**config.mk**
```make
export PLATFORM = sky130hd
export DESIGN_NAME = eag_top
export DESIGN_NICKNAME = d
export VERILOG_FILES = /design/src/hw/eag_pkg.sv /design/src/hw/eag_top.sv /design/src/hw/eag_bit_split.sv /design/src/hw/eag_fmt_len.sv
export SDC_FILE = /design/constraint.sdc
export NUM_CORES = 1
export LEC_CHECK = 0
export BUFFER_PORTS_ARGS = -buffer_cell sky130_fd_sc_hd__buf_4
export CORE_MARGIN = 5
export CORE_UTILIZATION = 45
export DETAILED_ROUTE_END_ITERATION = 7
export PLACE_DENSITY = 0.79
export SLEW_MARGIN = 20
export SYNTH_ARGS = -nofsm -noshare
export SYNTH_HDL_FRONTEND = slang
export SYNTH_SLANG_ARGS = --single-unit
```
**constraint.sdc**
```tcl
create_clock -name clk -period 0.8 [get_ports clk]
set_input_delay 0.16 -clock clk [delete_from_list [all_inputs] [get_ports clk]]
set_output_delay 0.16 -clock clk [all_outputs]
set_load 0.1 [all_outputs]
```
**src/hw/eag_pkg.sv**
```systemverilog
package eag_pkg;
  // address widths
  localparam int ADDR_W = 20;
  localparam int NEAR_W = 16;
  localparam int CNT_W = 17;
  localparam int BYTE_W = CNT_W - 3;
  // flag bit that picks the user stack pointer
  localparam int STACK_SEL_BIT = 7;
  // short jump distance is biased by two
  localparam logic [19:0] PC_SHORT_BIAS = 20'h0_0002;
  // static-base field width masks
  localparam logic [15:0] STATIC_MASK_8 = 16'h00ff;
  localparam logic [15:0] STATIC_MASK_11 = 16'h07ff;
  localparam logic [15:0] STATIC_MASK_16 = 16'hffff;
  // format field sizes in bytes
  localparam logic [1:0] OPC_ONE = 2'h1;
  localparam logic [1:0] OPC_TWO = 2'h2;
  localparam logic [1:0] FLD_TWO = 2'h2;
  localparam logic [1:0] FLD_THREE = 2'h3;

  // addressing modes handed over by the decoder
  typedef enum logic [3:0] {
    MODE_SP_REL, MODE_AREG_REL, MODE_ABS20, MODE_PAIR_DIRECT, MODE_PAIR_IND,
    MODE_DSP20, MODE_CTL_DIRECT, MODE_PC_REL, MODE_BIT_ABS, MODE_BIT_REG,
    MODE_BIT_FLAG, MODE_BIT_AIND, MODE_BIT_AREL, MODE_BIT_SBREL, MODE_BIT_FBREL
  } eag_mode_e;

  // operation classes that gate the modes
  typedef enum logic [3:0] {
    OP_MOVE, OP_FAR_LOAD, OP_FAR_STORE, OP_JUMP, OP_CALL, OP_IND_JUMP,
    OP_IND_CALL, OP_LOGICAL_SHIFT, OP_ARITH_SHIFT, OP_CTL_LOAD, OP_CTL_STORE,
    OP_CTL_PUSH, OP_CTL_POP, OP_FLAG_CLEAR, OP_FLAG_SET, OP_OTHER
  } eag_op_e;

  // jump distance specifier
  typedef enum logic [1:0] {LEN_SHORT, LEN_BYTE, LEN_WORD} eag_len_e;
  // displacement or base field width
  typedef enum logic [1:0] {FW_8, FW_11, FW_16} eag_fw_e;
  // 32-bit register pair
  typedef enum logic [1:0] {PAIR_DATA_LOW, PAIR_DATA_HIGH, PAIR_ADDR} eag_pair_e;
  // opcode format
  typedef enum logic [1:0] {FMT_GENERIC, FMT_QUICK, FMT_SHORT, FMT_ZERO} eag_fmt_e;
endpackage

```
**src/hw/eag_top.sv**
```systemverilog
`timescale 1ns/1ps
// Notes on behaviour
// - stack relative adds signed byte displacement
// - stack relative only for move, no immediate
// - stack relative sum wraps in 16 bits
// - register relative displacements are unsigned
// - 20-bit absolute for far/jump/call only
// - register pairs for shifts and indirect jumps
// - control direct for control ops, stack select
// - address pair gives 20-bit far address
// - register plus 20-bit displacement, truncated
// - pc relative from instruction start
// - short jump lands two to nine ahead
// - byte jump signed 8-bit offset
// - word jump signed 16-bit offset
// - bit absolute counts from base bit 0
// - register bit position zero to fifteen
// - flag direct for flag ops, low byte
// - indirect bit count from address zero
// - relative bit count added to base
// - bit address wraps in 16 bits
// - static base plus unsigned base field
// - static field widths reach 32/256/8K bytes
// - frame base plus signed base field
// - bit count splits into byte and bit
// - generic: two-byte opcode, fields to three
// - quick: immediate in two-byte opcode
// - short: one-byte opcode, fields to two
// - zero: one-byte opcode, zero immediate
module eag_top
  import eag_pkg::*;
(
  // clock and reset
  input wire logic clk,
  input wire logic rstn,
  // decoded request
  input wire logic in_valid,
  input wire eag_mode_e mode,
  input wire eag_op_e op,
  input wire logic src_is_imm,
  input wire eag_len_e length_sel,
  input wire eag_fw_e field_width,
  input wire eag_pair_e pair_sel,
  input wire logic areg_sel,
  input wire eag_fmt_e fmt,
  // register values
  input wire logic [15:0] user_stack_ptr,
  input wire logic [15:0] interrupt_stack_ptr,
  input wire logic [15:0] flag_register,
  input wire logic [15:0] static_base_reg,
  input wire logic [15:0] frame_base_reg,
  input wire logic [15:0] addr_reg_zero,
  input wire logic [15:0] addr_reg_one,
  input wire logic [31:0] data_pair_low,
  input wire logic [31:0] data_pair_high,
  input wire logic [19:0] pc,
  // operand fields
  input wire logic [19:0] dsp,
  input wire logic [19:0] abs20,
  input wire logic [15:0] bit_num,
  input wire logic [15:0] base_field,
  // registered results
  output logic out_valid,
  output logic mode_legal,
  output logic [19:0] ea_out,
  output logic [2:0] bit_pos_out,
  output logic [3:0] reg_bit_out,
  output logic [31:0] pair_operand,
  output logic ctl_user_sp,
  output logic [1:0] opcode_bytes,
  output logic [1:0] src_field_max,
  output logic [1:0] dest_field_max,
  output logic imm_embedded,
  output logic imm_zero
);
  // whole state of the block
  typedef struct packed {
    logic valid;
    logic legal;
    logic [19:0] ea;
    logic [2:0] bit_pos;
    logic [3:0] reg_bit;
    logic [31:0] pair_val;
    logic user_sp;
    logic [1:0] opc;
    logic [1:0] src_max;
    logic [1:0] dst_max;
    logic imm_emb;
    logic imm_zero;
  } eag_state_s;

  eag_state_s st_reg; // registered state
  eag_state_s st_next; // next state

  logic [15:0] sel_sp; // stack pointer picked by the flag
  logic [15:0] areg; // chosen address register
  logic [31:0] addr_pair; // concatenated address registers
  logic [15:0] stat_mask; // static field width mask
  logic [15:0] areg_dsp; // unsigned near displacement
  logic [CNT_W-1:0] bit_count; // bit count fed to the splitter
  logic [15:0] bit_base; // byte base of a bit access
  logic [BYTE_W-1:0] byte_off; // byte part of the count
  logic [2:0] split_pos; // bit part of the count
  logic [15:0] byte_off16; // byte offset widened with sign
  logic [1:0] f_opc; // format table outputs
  logic [1:0] f_src;
  logic [1:0] f_dst;
  logic f_emb;
  logic f_zero;

  // stack select flag picks user or interrupt stack
  assign sel_sp = flag_register[STACK_SEL_BIT] ? user_stack_ptr
                                                    : interrupt_stack_ptr;
  assign areg = areg_sel ? addr_reg_one : addr_reg_zero;
  assign addr_pair = {addr_reg_one, addr_reg_zero};

  // width masks for the static base field
  assign stat_mask = (field_width == FW_8) ? STATIC_MASK_8 :
                     (field_width == FW_11) ? STATIC_MASK_11 : STATIC_MASK_16;
  // near displacement is zero extended, never sign extended
  assign areg_dsp = (field_width == FW_8) ? {8'h00, dsp[7:0]} : dsp[15:0];

  // bit count and byte base per bit mode
  always_comb begin
    bit_count = '0;
    bit_base = '0;
    unique case (mode)
      MODE_BIT_ABS: begin
        // count from bit 0 of the base address
        bit_count = {1'b0, bit_num};
        bit_base = base_field;
      end
      MODE_BIT_AIND: begin
        // register is a count from address zero
        bit_count = {1'b0, areg};
      end
      MODE_BIT_AREL: begin
        // register is a count above the base
        bit_count = {1'b0, areg};
        bit_base = areg_dsp;
      end
      MODE_BIT_SBREL: begin
        // unsigned field added to static base
        bit_count = {1'b0, base_field & stat_mask};
        bit_base = static_base_reg;
      end
      MODE_BIT_FBREL: begin
        // signed field added to frame base
        bit_count = {{9{base_field[7]}}, base_field[7:0]};
        bit_base = frame_base_reg;
      end
      default: begin
        bit_count = '0;
        bit_base = '0;
      end
    endcase
  end

  // shift the count into bytes and bit position
  eag_bit_split #(.N(CNT_W)) u_split (
    .bit_count(bit_count),
    .byte_off(byte_off),
    .bit_pos(split_pos)
  );

  // field sizes for the opcode format
  eag_fmt_len u_fmt (
    .fmt(fmt),
    .opc_bytes(f_opc),
    .src_max(f_src),
    .dst_max(f_dst),
    .imm_embedded(f_emb),
    .imm_zero(f_zero)
  );

  // negative frame counts keep their sign in the byte part
  assign byte_off16 = {{(16 - BYTE_W){byte_off[BYTE_W-1]}}, byte_off};

  // next state from mode fields and register values
  always_comb begin
    st_next = '0;
    st_next.valid = in_valid;
    st_next.legal = 1'b1;
    st_next.opc = f_opc;
    st_next.src_max = f_src;
    st_next.dst_max = f_dst;
    st_next.imm_emb = f_emb;
    st_next.imm_zero = f_zero;
    unique case (mode)
      MODE_SP_REL: begin
        // signed byte displacement, carry beyond 16 bits dropped
        st_next.ea = {4'h0, 16'(sel_sp + {{8{dsp[7]}}, dsp[7:0]})};
        st_next.legal = (op == OP_MOVE) && !src_is_imm;
      end
      MODE_AREG_REL: begin
        // unsigned displacement on an address register
        st_next.ea = {4'h0, 16'(areg + areg_dsp)};
      end
      MODE_ABS20: begin
        // used as is
        st_next.ea = abs20;
        st_next.legal = (op == OP_FAR_LOAD) || (op == OP_FAR_STORE) ||
                        (op == OP_JUMP) || (op == OP_CALL);
      end
      MODE_PAIR_DIRECT: begin
        // 32-bit operand from a register pair
        unique case (pair_sel)
          PAIR_DATA_LOW: st_next.pair_val = data_pair_low;
          PAIR_DATA_HIGH: st_next.pair_val = data_pair_high;
          PAIR_ADDR: st_next.pair_val = addr_pair;
          default: st_next.pair_val = '0;
        endcase
        st_next.ea = st_next.pair_val[ADDR_W-1:0];
        if (op == OP_IND_JUMP || op == OP_IND_CALL) begin
          st_next.legal = (pair_sel != 2'h3);
        end else begin
          // shifts take only the data pairs
          st_next.legal = ((op == OP_LOGICAL_SHIFT) || (op == OP_ARITH_SHIFT)) &&
                          (pair_sel != PAIR_ADDR) && (pair_sel != 2'h3);
        end
      end
      MODE_PAIR_IND: begin
        // bits from 20 upward ignored
        st_next.ea = addr_pair[ADDR_W-1:0];
        st_next.legal = (op == OP_FAR_LOAD) || (op == OP_FAR_STORE);
      end
      MODE_DSP20: begin
        // 20-bit sum with overflow dropped
        st_next.ea = 20'({4'h0, areg} + dsp);
        st_next.legal = (op == OP_FAR_LOAD) || (op == OP_FAR_STORE) ||
                        (op == OP_IND_JUMP) || (op == OP_IND_CALL);
      end
      MODE_CTL_DIRECT: begin
        // stack pointer resolved by the stack select flag
        st_next.user_sp = flag_register[STACK_SEL_BIT];
        st_next.ea = {4'h0, sel_sp};
        st_next.legal = (op == OP_CTL_LOAD) || (op == OP_CTL_STORE) ||
                        (op == OP_CTL_PUSH) || (op == OP_CTL_POP);
      end
      MODE_PC_REL: begin
        // offset taken from the jump instruction start
        unique case (length_sel)
          LEN_SHORT: st_next.ea = 20'(pc + PC_SHORT_BIAS + {17'h0_0000, dsp[2:0]});
          LEN_BYTE: st_next.ea = 20'(pc + {{12{dsp[7]}}, dsp[7:0]});
          LEN_WORD: st_next.ea = 20'(pc + {{4{dsp[15]}}, dsp[15:0]});
          default: st_next.legal = 1'b0;
        endcase
        if ((op != OP_JUMP) && (op != OP_CALL)) begin
          st_next.legal = 1'b0;
        end
      end
      MODE_BIT_REG: begin
        // one bit of a 16-bit register
        st_next.reg_bit = bit_num[3:0];
      end
      MODE_BIT_FLAG: begin
        // only the low byte of the flag register
        st_next.reg_bit = {1'b0, bit_num[2:0]};
        st_next.legal = ((op == OP_FLAG_CLEAR) || (op == OP_FLAG_SET)) &&
                        (bit_num[15:3] == 13'h0000);
      end
      default: begin
        // memory bit modes, address wraps in 16 bits
        st_next.ea = {4'h0, 16'(bit_base + byte_off16)};
        st_next.bit_pos = split_pos;
      end
    endcase
  end

  // single register stage for the access stage
  always_ff @(posedge clk or negedge rstn) begin
    if (!rstn) begin
      st_reg <= '0;
    end else begin
      st_reg <= st_next;
    end
  end

  // outputs straight from the state
  assign out_valid = st_reg.valid;
  assign mode_legal = st_reg.legal;
  assign ea_out = st_reg.ea;
  assign bit_pos_out = st_reg.bit_pos;
  assign reg_bit_out = st_reg.reg_bit;
  assign pair_operand = st_reg.pair_val;
  assign ctl_user_sp = st_reg.user_sp;
  assign opcode_bytes = st_reg.opc;
  assign src_field_max = st_reg.src_max;
  assign dest_field_max = st_reg.dst_max;
  assign imm_embedded = st_reg.imm_emb;
  assign imm_zero = st_reg.imm_zero;
endmodule

```
**src/hw/eag_bit_split.sv**
```systemverilog
`timescale 1ns/1ps
// splits a bit count into a byte offset and a bit position
module eag_bit_split
  import eag_pkg::*;
#(
  parameter int N = 17
) (
  // bit count in
  input wire logic [N-1:0] bit_count,
  // byte offset and position out
  output logic [N-4:0] byte_off,
  output logic [2:0] bit_pos
);
  // shift right three places, low three bits are the position
  assign byte_off = bit_count[N-1:3];
  assign bit_pos = bit_count[2:0];
endmodule

```
**src/hw/eag_fmt_len.sv**
```systemverilog
`timescale 1ns/1ps
// field sizes per opcode format
module eag_fmt_len
  import eag_pkg::*;
(
  // chosen format
  input wire eag_fmt_e fmt,
  // sizes in bytes
  output logic [1:0] opc_bytes,
  output logic [1:0] src_max,
  output logic [1:0] dst_max,
  // immediate kind
  output logic imm_embedded,
  output logic imm_zero
);
  // one combinational table
  always_comb begin
    opc_bytes = OPC_TWO;
    src_max = FLD_THREE;
    dst_max = FLD_THREE;
    imm_embedded = 1'b0;
    imm_zero = 1'b0;
    unique case (fmt)
      FMT_GENERIC: begin
        // two-byte opcode, fields up to three bytes
        opc_bytes = OPC_TWO;
      end
      FMT_QUICK: begin
        // small immediate inside the opcode
        src_max = 2'h0;
        dst_max = FLD_TWO;
        imm_embedded = 1'b1;
      end
      FMT_SHORT: begin
        // one-byte opcode, fields up to two bytes
        opc_bytes = OPC_ONE;
        src_max = FLD_TWO;
        dst_max = FLD_TWO;
      end
      FMT_ZERO: begin
        // implied immediate of zero
        opc_bytes = OPC_ONE;
        src_max = 2'h0;
        dst_max = FLD_TWO;
        imm_embedded = 1'b1;
        imm_zero = 1'b1;
      end
    endcase
  end
endmodule

```
==> results of run 1 <==
==> layer usage <==
metal | overflow | global-route usage [%]
met1 | 8 | 83.4
met2 | 689 | 112
met3 | 12 | 73.8
met4 | 282 | 103
met5 | 0 | 31.4
==> cells in the mapped netlist, types with 9 or more instances <==
cell type and n:
clkbuf_1 35, nand4_1 9, inv_1 34, nand3_1 18, dfrtp_1 69, a31o_2 19, xnor2_1 45, o221ai_1 10
a22oi_1 30, a222oi_1 15, a211oi_1 15, ha_1 81, o21ai_1 18, mux2i_1 41, and2_1 22, nand2b_1 13
a31oi_1 10, xor2_1 29, mux2_2 30, a21oi_1 73, nor3_1 17, a22o_1 14, nand2_1 110, a21o_1 26
nor2b_1 19, o21ai_0 54, nor2_1 98
==> per-stage QoR <==
step | std cells | setup TNS, ps | utilization (%) | setup WS, ps | hold WS [ps]
CTS | 2093 | -67520 | 91.1 | -1980 | 37.5
global placement | 2040 | -71060 | 80.1 | -2270 | 31.5
floorplan | 1085 | -40600 | - | -2150 | -136
detailed placement | 2040 | -73720 | 80.1 | -2420 | 32.2
==> timing repair <==
item / CTS
setup buffers: 35
pin swaps: 60
hold endpoints to repair: 75
hold buffers: 4
endpoints found under the setup margin: 129
resized for setup: 340
gates cloned: 1
==> cell families after synthesis <==
| group | Yosys count | synth area share, % |
|---|---|---|
| other | 1 | 0.0431 |
| AO/OA/AOI/OAI | 368 | 29.6 |
| flip-flops | 69 | 19.8 |
| AND/OR/NAND/NOR | 335 | 17.9 |
| adder cells (fa/ha/maj) | 86 | 12.8 |
| multiplexers | 71 | 8.60 |
| buffers and inverters | 81 | 3.78 |
| XOR/XNOR | 74 | 7.45 |
==> impl_results.md, run 1 <==
- Status: aborted with a tool error
- Stop stage: global routing
- Error: [ERROR GRT-0232] Routing congestion too high. Check the congestion heatmap in the GUI.
- Num CTS Buffers: 9
- Largest net degree at the start of global routing: 29
- Post-Synthesis Cells: 1085
- Overflow after GRT: 991
- Yosys warnings: 0
- GRT Util Overall: 90.7%
- FP Rows: 50
- FFs w/ async S/R, synth: 100%
- Yosys reg bits: 69
- Post-Syn Area: 8700 um^2
- Sequential cell area fraction in the yosys report: 19.8%
- GP Congestion: 0.999
- Most used flip-flop cell after synthesis: dfrtp_1
- Netlist cell types: 68
- Post-synth top area share: 19.8%
- Post-DP HPWL: 39.5 mm
- IO Port Bufs: 343
- Synth area leaders: dfrtp_1 20%, ha_1 12%, nand2_1 4.7%, mux2i_1 4.7%, xnor2_1 4.5%
- Synth area leader: dfrtp_1
- Clock sink count: 69
- I/O Pins: 359
- Die Y: 149 um
- Placed cell area: 15100 um^2
- Clock Tree Buf Depth: 2
- H-tree Lvls: 3
- Post-Syn Nets: 1460
- Worst_ep kind: sequential cell input
- Clk root buf: clkbuf_16
- Die width: 149 um
- Starting Density: 46.1%
- Number of synthesized flops with an enable pin: 0
- Critical endpoint after global-route timing repair: ea_out[10]$_DFF_PN0_/D
- Syn_area_per_cell: 8.02 um^2
==> inputs of run 2 (changes only) <==
--- a/config.mk
+++ b/config.mk
@@ -7,9 +7,9 @@
 export LEC_CHECK = 0
 export BUFFER_PORTS_ARGS = -buffer_cell sky130_fd_sc_hd__buf_4
 export CORE_MARGIN = 5
-export CORE_UTILIZATION = 45
+export CORE_UTILIZATION = 40
 export DETAILED_ROUTE_END_ITERATION = 7
-export PLACE_DENSITY = 0.79
+export PLACE_DENSITY_LB_ADDON = 0.15
 export SLEW_MARGIN = 20
 export SYNTH_ARGS = -nofsm -noshare
 export SYNTH_HDL_FRONTEND = slang
==> constraint.sdc (replaced) <==
create_clock -name clk -period 1 [get_ports clk]
set_input_delay 0.2 -clock clk [delete_from_list [all_inputs] [get_ports clk]]
set_output_delay 0.2 -clock clk [all_outputs]
set_load 0.1 [all_outputs]
==> run 2 against run 1 <==
  * The flow now finishes, with violations (negative setup slack)
  * Synthesized cell count did not move
  * Synthesized area did not move
==> impl_results.md, run 2 <==
- Crit path largest cell delay: 340 ps
- Num CTS Buffers: 9
- Netlist cell types: 68
- Worst-path fanout max: 7
- Die Y: 157 um
- Switch Pwr: 0.00706 W
- Kind of critical path: input port to flip-flop
- Crit path capture type: flip-flop
- Most frequent cells in the layout: 672 x buf_4, 99 x nand2_1, 73 x nor2_1
- GP Congestion: 1.01
- Final Hold Fails: 0
- IO Port Bufs: 343
- I/O Pins: 359
- Power Internal: 0.00999 W
- Area Growth Syn to Fin: 102%
- DRC violations left: 0
- Post-Syn Area: 8700 um^2
- Post-Syn Nets: 1460
- Final period util: 286%
- Antenna-violating nets left: 0
- Die width: 157 um
- Synth Area in XOR/XNOR: 7.45%
- Final WS setup: -1860 ps
- DR vias/cell: 5.84
- Clock sink count: 69
- Post-Synth Adder-Cell Area: 12.8%
- Synth cell count leaders: 110 x nand2_1, 98 x nor2_1, 81 x ha_1
- CP max stage cell: fa_2
- Post-synth top area share: 19.8%
- RSZ-0062 raised after global routing: true
- Clk root buf: clkbuf_16
- Vias in the first global route: 12500
- Overflow after GRT: 0
- Largest net degree at the start of global routing: 54
- FP Rows: 54
- Startpoint types: input port
- GRT Util Overall: 37.8%
- 1st-iter DRT viols: 1137
- Syn_area_per_cell: 8.02 um^2
- Final wirelength: 51.9 mm
- Worst Hold Class: input port to flip-flop
- Final setup fails: 126
- Layout net count: 2223
- Synth area leaders: dfrtp_1 20%, ha_1 12%, nand2_1 4.7%, mux2i_1 4.7%, xnor2_1 4.5%
- Starting Density: 40.2%
- Maximum vdd drop: 0.910 mV
- CTS tree: done
- Core ar.: 21600 um^2
- Die ar.: 24800 um^2
- Max reg flops: 32
- Sequential cell area fraction in the yosys report: 19.8%
- Required time worst endpoint: 1230 ps
- Part of the power in registers: 18.4%
- Largest delay share family, worst path: compound AO/OA/AOI/OAI gates
- Cell Count, Final, Fillers Out: 2134
- Initial antenna violation count: 3
- Comb pwr share: 58.8%
- WP buf/inv: 3
- Clock Power Share: 22.8%
- First-pass GRT wire length: 71.5 mm
- Most common cell in the netlist: nand2_1
- Vias: 12458
- CP arrival: 3080 ps
- Largest family of logic cells by synthesized area: compound AO/OA/AOI/OAI gates
- LEAKAGE: 8.43 nW
- Cell Pwr Density: 972 nW/um^2
- Crit path time final: 2860 ps
- Clock Tree Buf Depth: 2
- Post-synthesis mux area share: 8.60%
- Max cap viols: 0
- Most common cell after layout, fill and taps aside: buf_4
- F_max: 0.350 GHz
- Placed cell area: 14900 um^2
- Worst path cell trace: buf_8 -> nand2b_4 -> nor3_4 -> buf_6 -> buf_6 -> a22oi_1 -> nand2_1 -> ha_4 -> fa_2 -> a21o_1 -> a21o_1 -> a21oi_2 -> nor2b_2 -> o211ai_1 -> nand2_1 -> xnor2_1 -> a2111oi_2 -> o21ai_1
- Share of layout cells above drive strength 1: 60.6%
- Failing checks: negative setup slack
- Drt wl/cell: 24.3 um
- FFs w/ async S/R, synth: 100%
- Status: complete, but fails checks
- Post-DP HPWL: 39.3 mm
- Max Slew Vio Count: 0
- Yosys warnings: 0
- Hold_ws: 80.0 ps
- Number of synthesized flops with an enable pin: 0
- Yosys reg bits: 69
- Synth Area in Compound Gates: 29.6%
- Synth Area in Simple Gates: 17.9%
- Post-Synthesis Cells: 1085
- Clock-pin slew on the worst setup and hold paths: 70 ps
- Synth area leader: dfrtp_1
- Switch share: 41.4%
- Post-route cell area: 17500 um^2
- H-tree Lvls: 3
- Max_slew headroom: 53.1%
- DR pass1 iterations: 6
- Most used flip-flop cell after synthesis: dfrtp_1
- Placed cells: 2059
- Worst-Margin Slew: 685 ps
run 2: cell counts after synthesis:
Identical to the previous run, type by type.
run 2: routing by layer:
layer	part of all wire [%]	track usage, %	vias up
met2	49	66.0	725
met1	36	44.5	5946
li1	-	-	5617
met5	0.029	0	-
met4	5.9	18.3	2
met3	9.1	7.07	168
run 2: worst paths after layout:
path	from	depth (start not counted)	slack, ps	end
min in group asynchronous	rstn	3	370	ea_out[5]$_DFF_PN0_
max in group asynchronous	rstn	3	280	dest_field_max[0]$_DFF_PN0_
hold / removal	bit_num[2]	2	80	reg_bit_out[2]$_DFF_PN0_
setup / recovery	mode[2]	18	-1860	ea_out[10]$_DFF_PN0_
run 2: stage by stage:
stage	power [W]	setup WS, ps	TNS, ps	utilization (%)
after floorplan	0.00779	-1990	-31740	-
after global placement	0.0115	-2140	-60450	69.1
after detailed placement	0.0116	-2250	-62310	69.1
after CTS	0.0162	-1740	-46060	77.8
after global routing	0.0176	-2040	-50740	81.1
final	0.0170	-1860	-48020	81.1
run 2: area by class of cell:
| cell class | count | area, um^2 |
|---|---|---|
| diodes | 1 | 2.50 |
| multi-input cells | 936 | 7970 |
| fillers | 1385 | 4080 |
| clock buffers | 11 | 243 |
| clock inverters | 5 | 82.6 |
| inverters | 34 | 133 |
| flip-flops and latches | 69 | 1810 |
| repair buffers | 798 | 6940 |
| well taps | 280 | 350 |
run 2: repair_timing:
| item | CTS | global route |
|---|---|---|
| pin swaps | 66 | 67 |
| setup buffers | 39 | 17 |
| setup endpoints to repair | 126 | 129 |
| gates resized for setup | 287 | 136 |
| endpoints found under the hold margin | 72 | 0 |
| gates cloned | 2 | 1 |
| hold buffers | 4 | 0 |
run 2: cell families after synthesis:
group                      after synthesis
AOI/OAI and AO/OA                      368
xor gates and xnor gates                74
adders and majority gates               86
buffers and inverters                   81
DFF                                     69
muxes                                   71
other                                    1
and+or+nand+nor                        335
run 2: power groups by stage:
stage               sequential (W)  combinational (W)  clock (W)
global placement           0.00311            0.00842          0
finish                     0.00314             0.0100    0.00389
floorplan                  0.00437            0.00341          0
global route               0.00315             0.0105    0.00396
CTS                        0.00312            0.00928    0.00384
detailed placement         0.00311            0.00849          0
(Power assumes the default switching activity.)
==> inputs of run 3 (changes only) <==
--- a/config.mk
+++ b/config.mk
@@ -7,7 +7,7 @@
 export LEC_CHECK = 0
 export BUFFER_PORTS_ARGS = -buffer_cell sky130_fd_sc_hd__buf_4
 export CORE_MARGIN = 5
-export CORE_UTILIZATION = 40
+export CORE_UTILIZATION = 50
 export DETAILED_ROUTE_END_ITERATION = 7
 export PLACE_DENSITY_LB_ADDON = 0.15
 export SLEW_MARGIN = 20
==> run 3 against run 2 <==
  * Synthesized area stayed put
  * Synthesized cell count unchanged
  * The run now fails in global routing
==> impl_results.md, run 3 <==
- Status: aborted with a tool error
- Stop stage: global routing
- Error: [ERROR GRT-0116] Global routing finished with congestion. Check the congestion regions in the DRC Viewer.
- Die width: 142 um
- Die Y: 142 um
- Number of synthesized flops with an enable pin: 0
- Post-Syn Nets: 1460
- Synth area leader: dfrtp_1
- Starting Density: 50.7%
- Yosys reg bits: 69
- H-tree Lvls: 3
- Clock sink count: 69
- FFs w/ async S/R, synth: 100%
- Post-Syn Area: 8700 um^2
- Overflow after GRT: 42
- Largest net degree at the start of global routing: 55
- Most common cell in the netlist: nand2_1
- FP Rows: 48
- Post-synth top area share: 19.8%
- Post-Synthesis Cells: 1085
- IO Port Bufs: 343
- Most used flip-flop cell after synthesis: dfrtp_1
- GP Congestion: 1.02
- Netlist cell types: 68
- Synth cell count leaders: 110 x nand2_1, 98 x nor2_1, 81 x ha_1
- I/O Pins: 359
- Syn_area_per_cell: 8.02 um^2
- Clock Tree Buf Depth: 2
- Yosys warnings: 0
- GRT Util Overall: 74.8%
- Synth area leaders: dfrtp_1 20%, ha_1 12%, nand2_1 4.7%, mux2i_1 4.7%, xnor2_1 4.5%
- Post-DP HPWL: 39.4 mm
- Vias in the first global route: 17047
- First-pass GRT wire length: 113 mm
- Sequential cell area fraction in the yosys report: 19.8%
- Num CTS Buffers: 9
- Clk root buf: clkbuf_16
==> run 3: cell counts after synthesis <==
Identical to the previous run, type by type.
==> run 3: cell families after synthesis <==
group | count (synthesis) | synth area share [%]
xor+xnor | 74 | 7.45
simple gates | 335 | 17.9
mux | 71 | 8.60
compound gates | 368 | 29.6
fa+ha+maj | 86 | 12.8
buf+inv | 81 | 3.78
other cells | 1 | 0.0431
flops | 69 | 19.8
==> run 3: repair_timing <==
action,4_1_cts
endpoints found under the setup margin,126
pin swaps,67
hold buffers,4
cloned,1
buffers inserted,29
resized for setup,245
hold endpoints to repair,72
==> run 3: through the flow <==
step | instances | utilization (%) | setup TNS [ps] | setup slack [ps] | area [um^2]
CTS | 2042 | 95.3 | -44430 | -1860 | 16400
detailed placement | 1995 | 86.1 | -57340 | -2260 | 14800
global placement | 1995 | 86.1 | -54190 | -2120 | 14800
floorplan | 1085 | - | -31740 | -1990 | 9460
==> run 3: routing by layer <==
layer | overflow | track usage [%]
met5 | 1 | 30.9
met4 | 19 | 73.0
met3 | 0 | 63.2
met1 | 0 | 72.6
met2 | 22 | 91.6
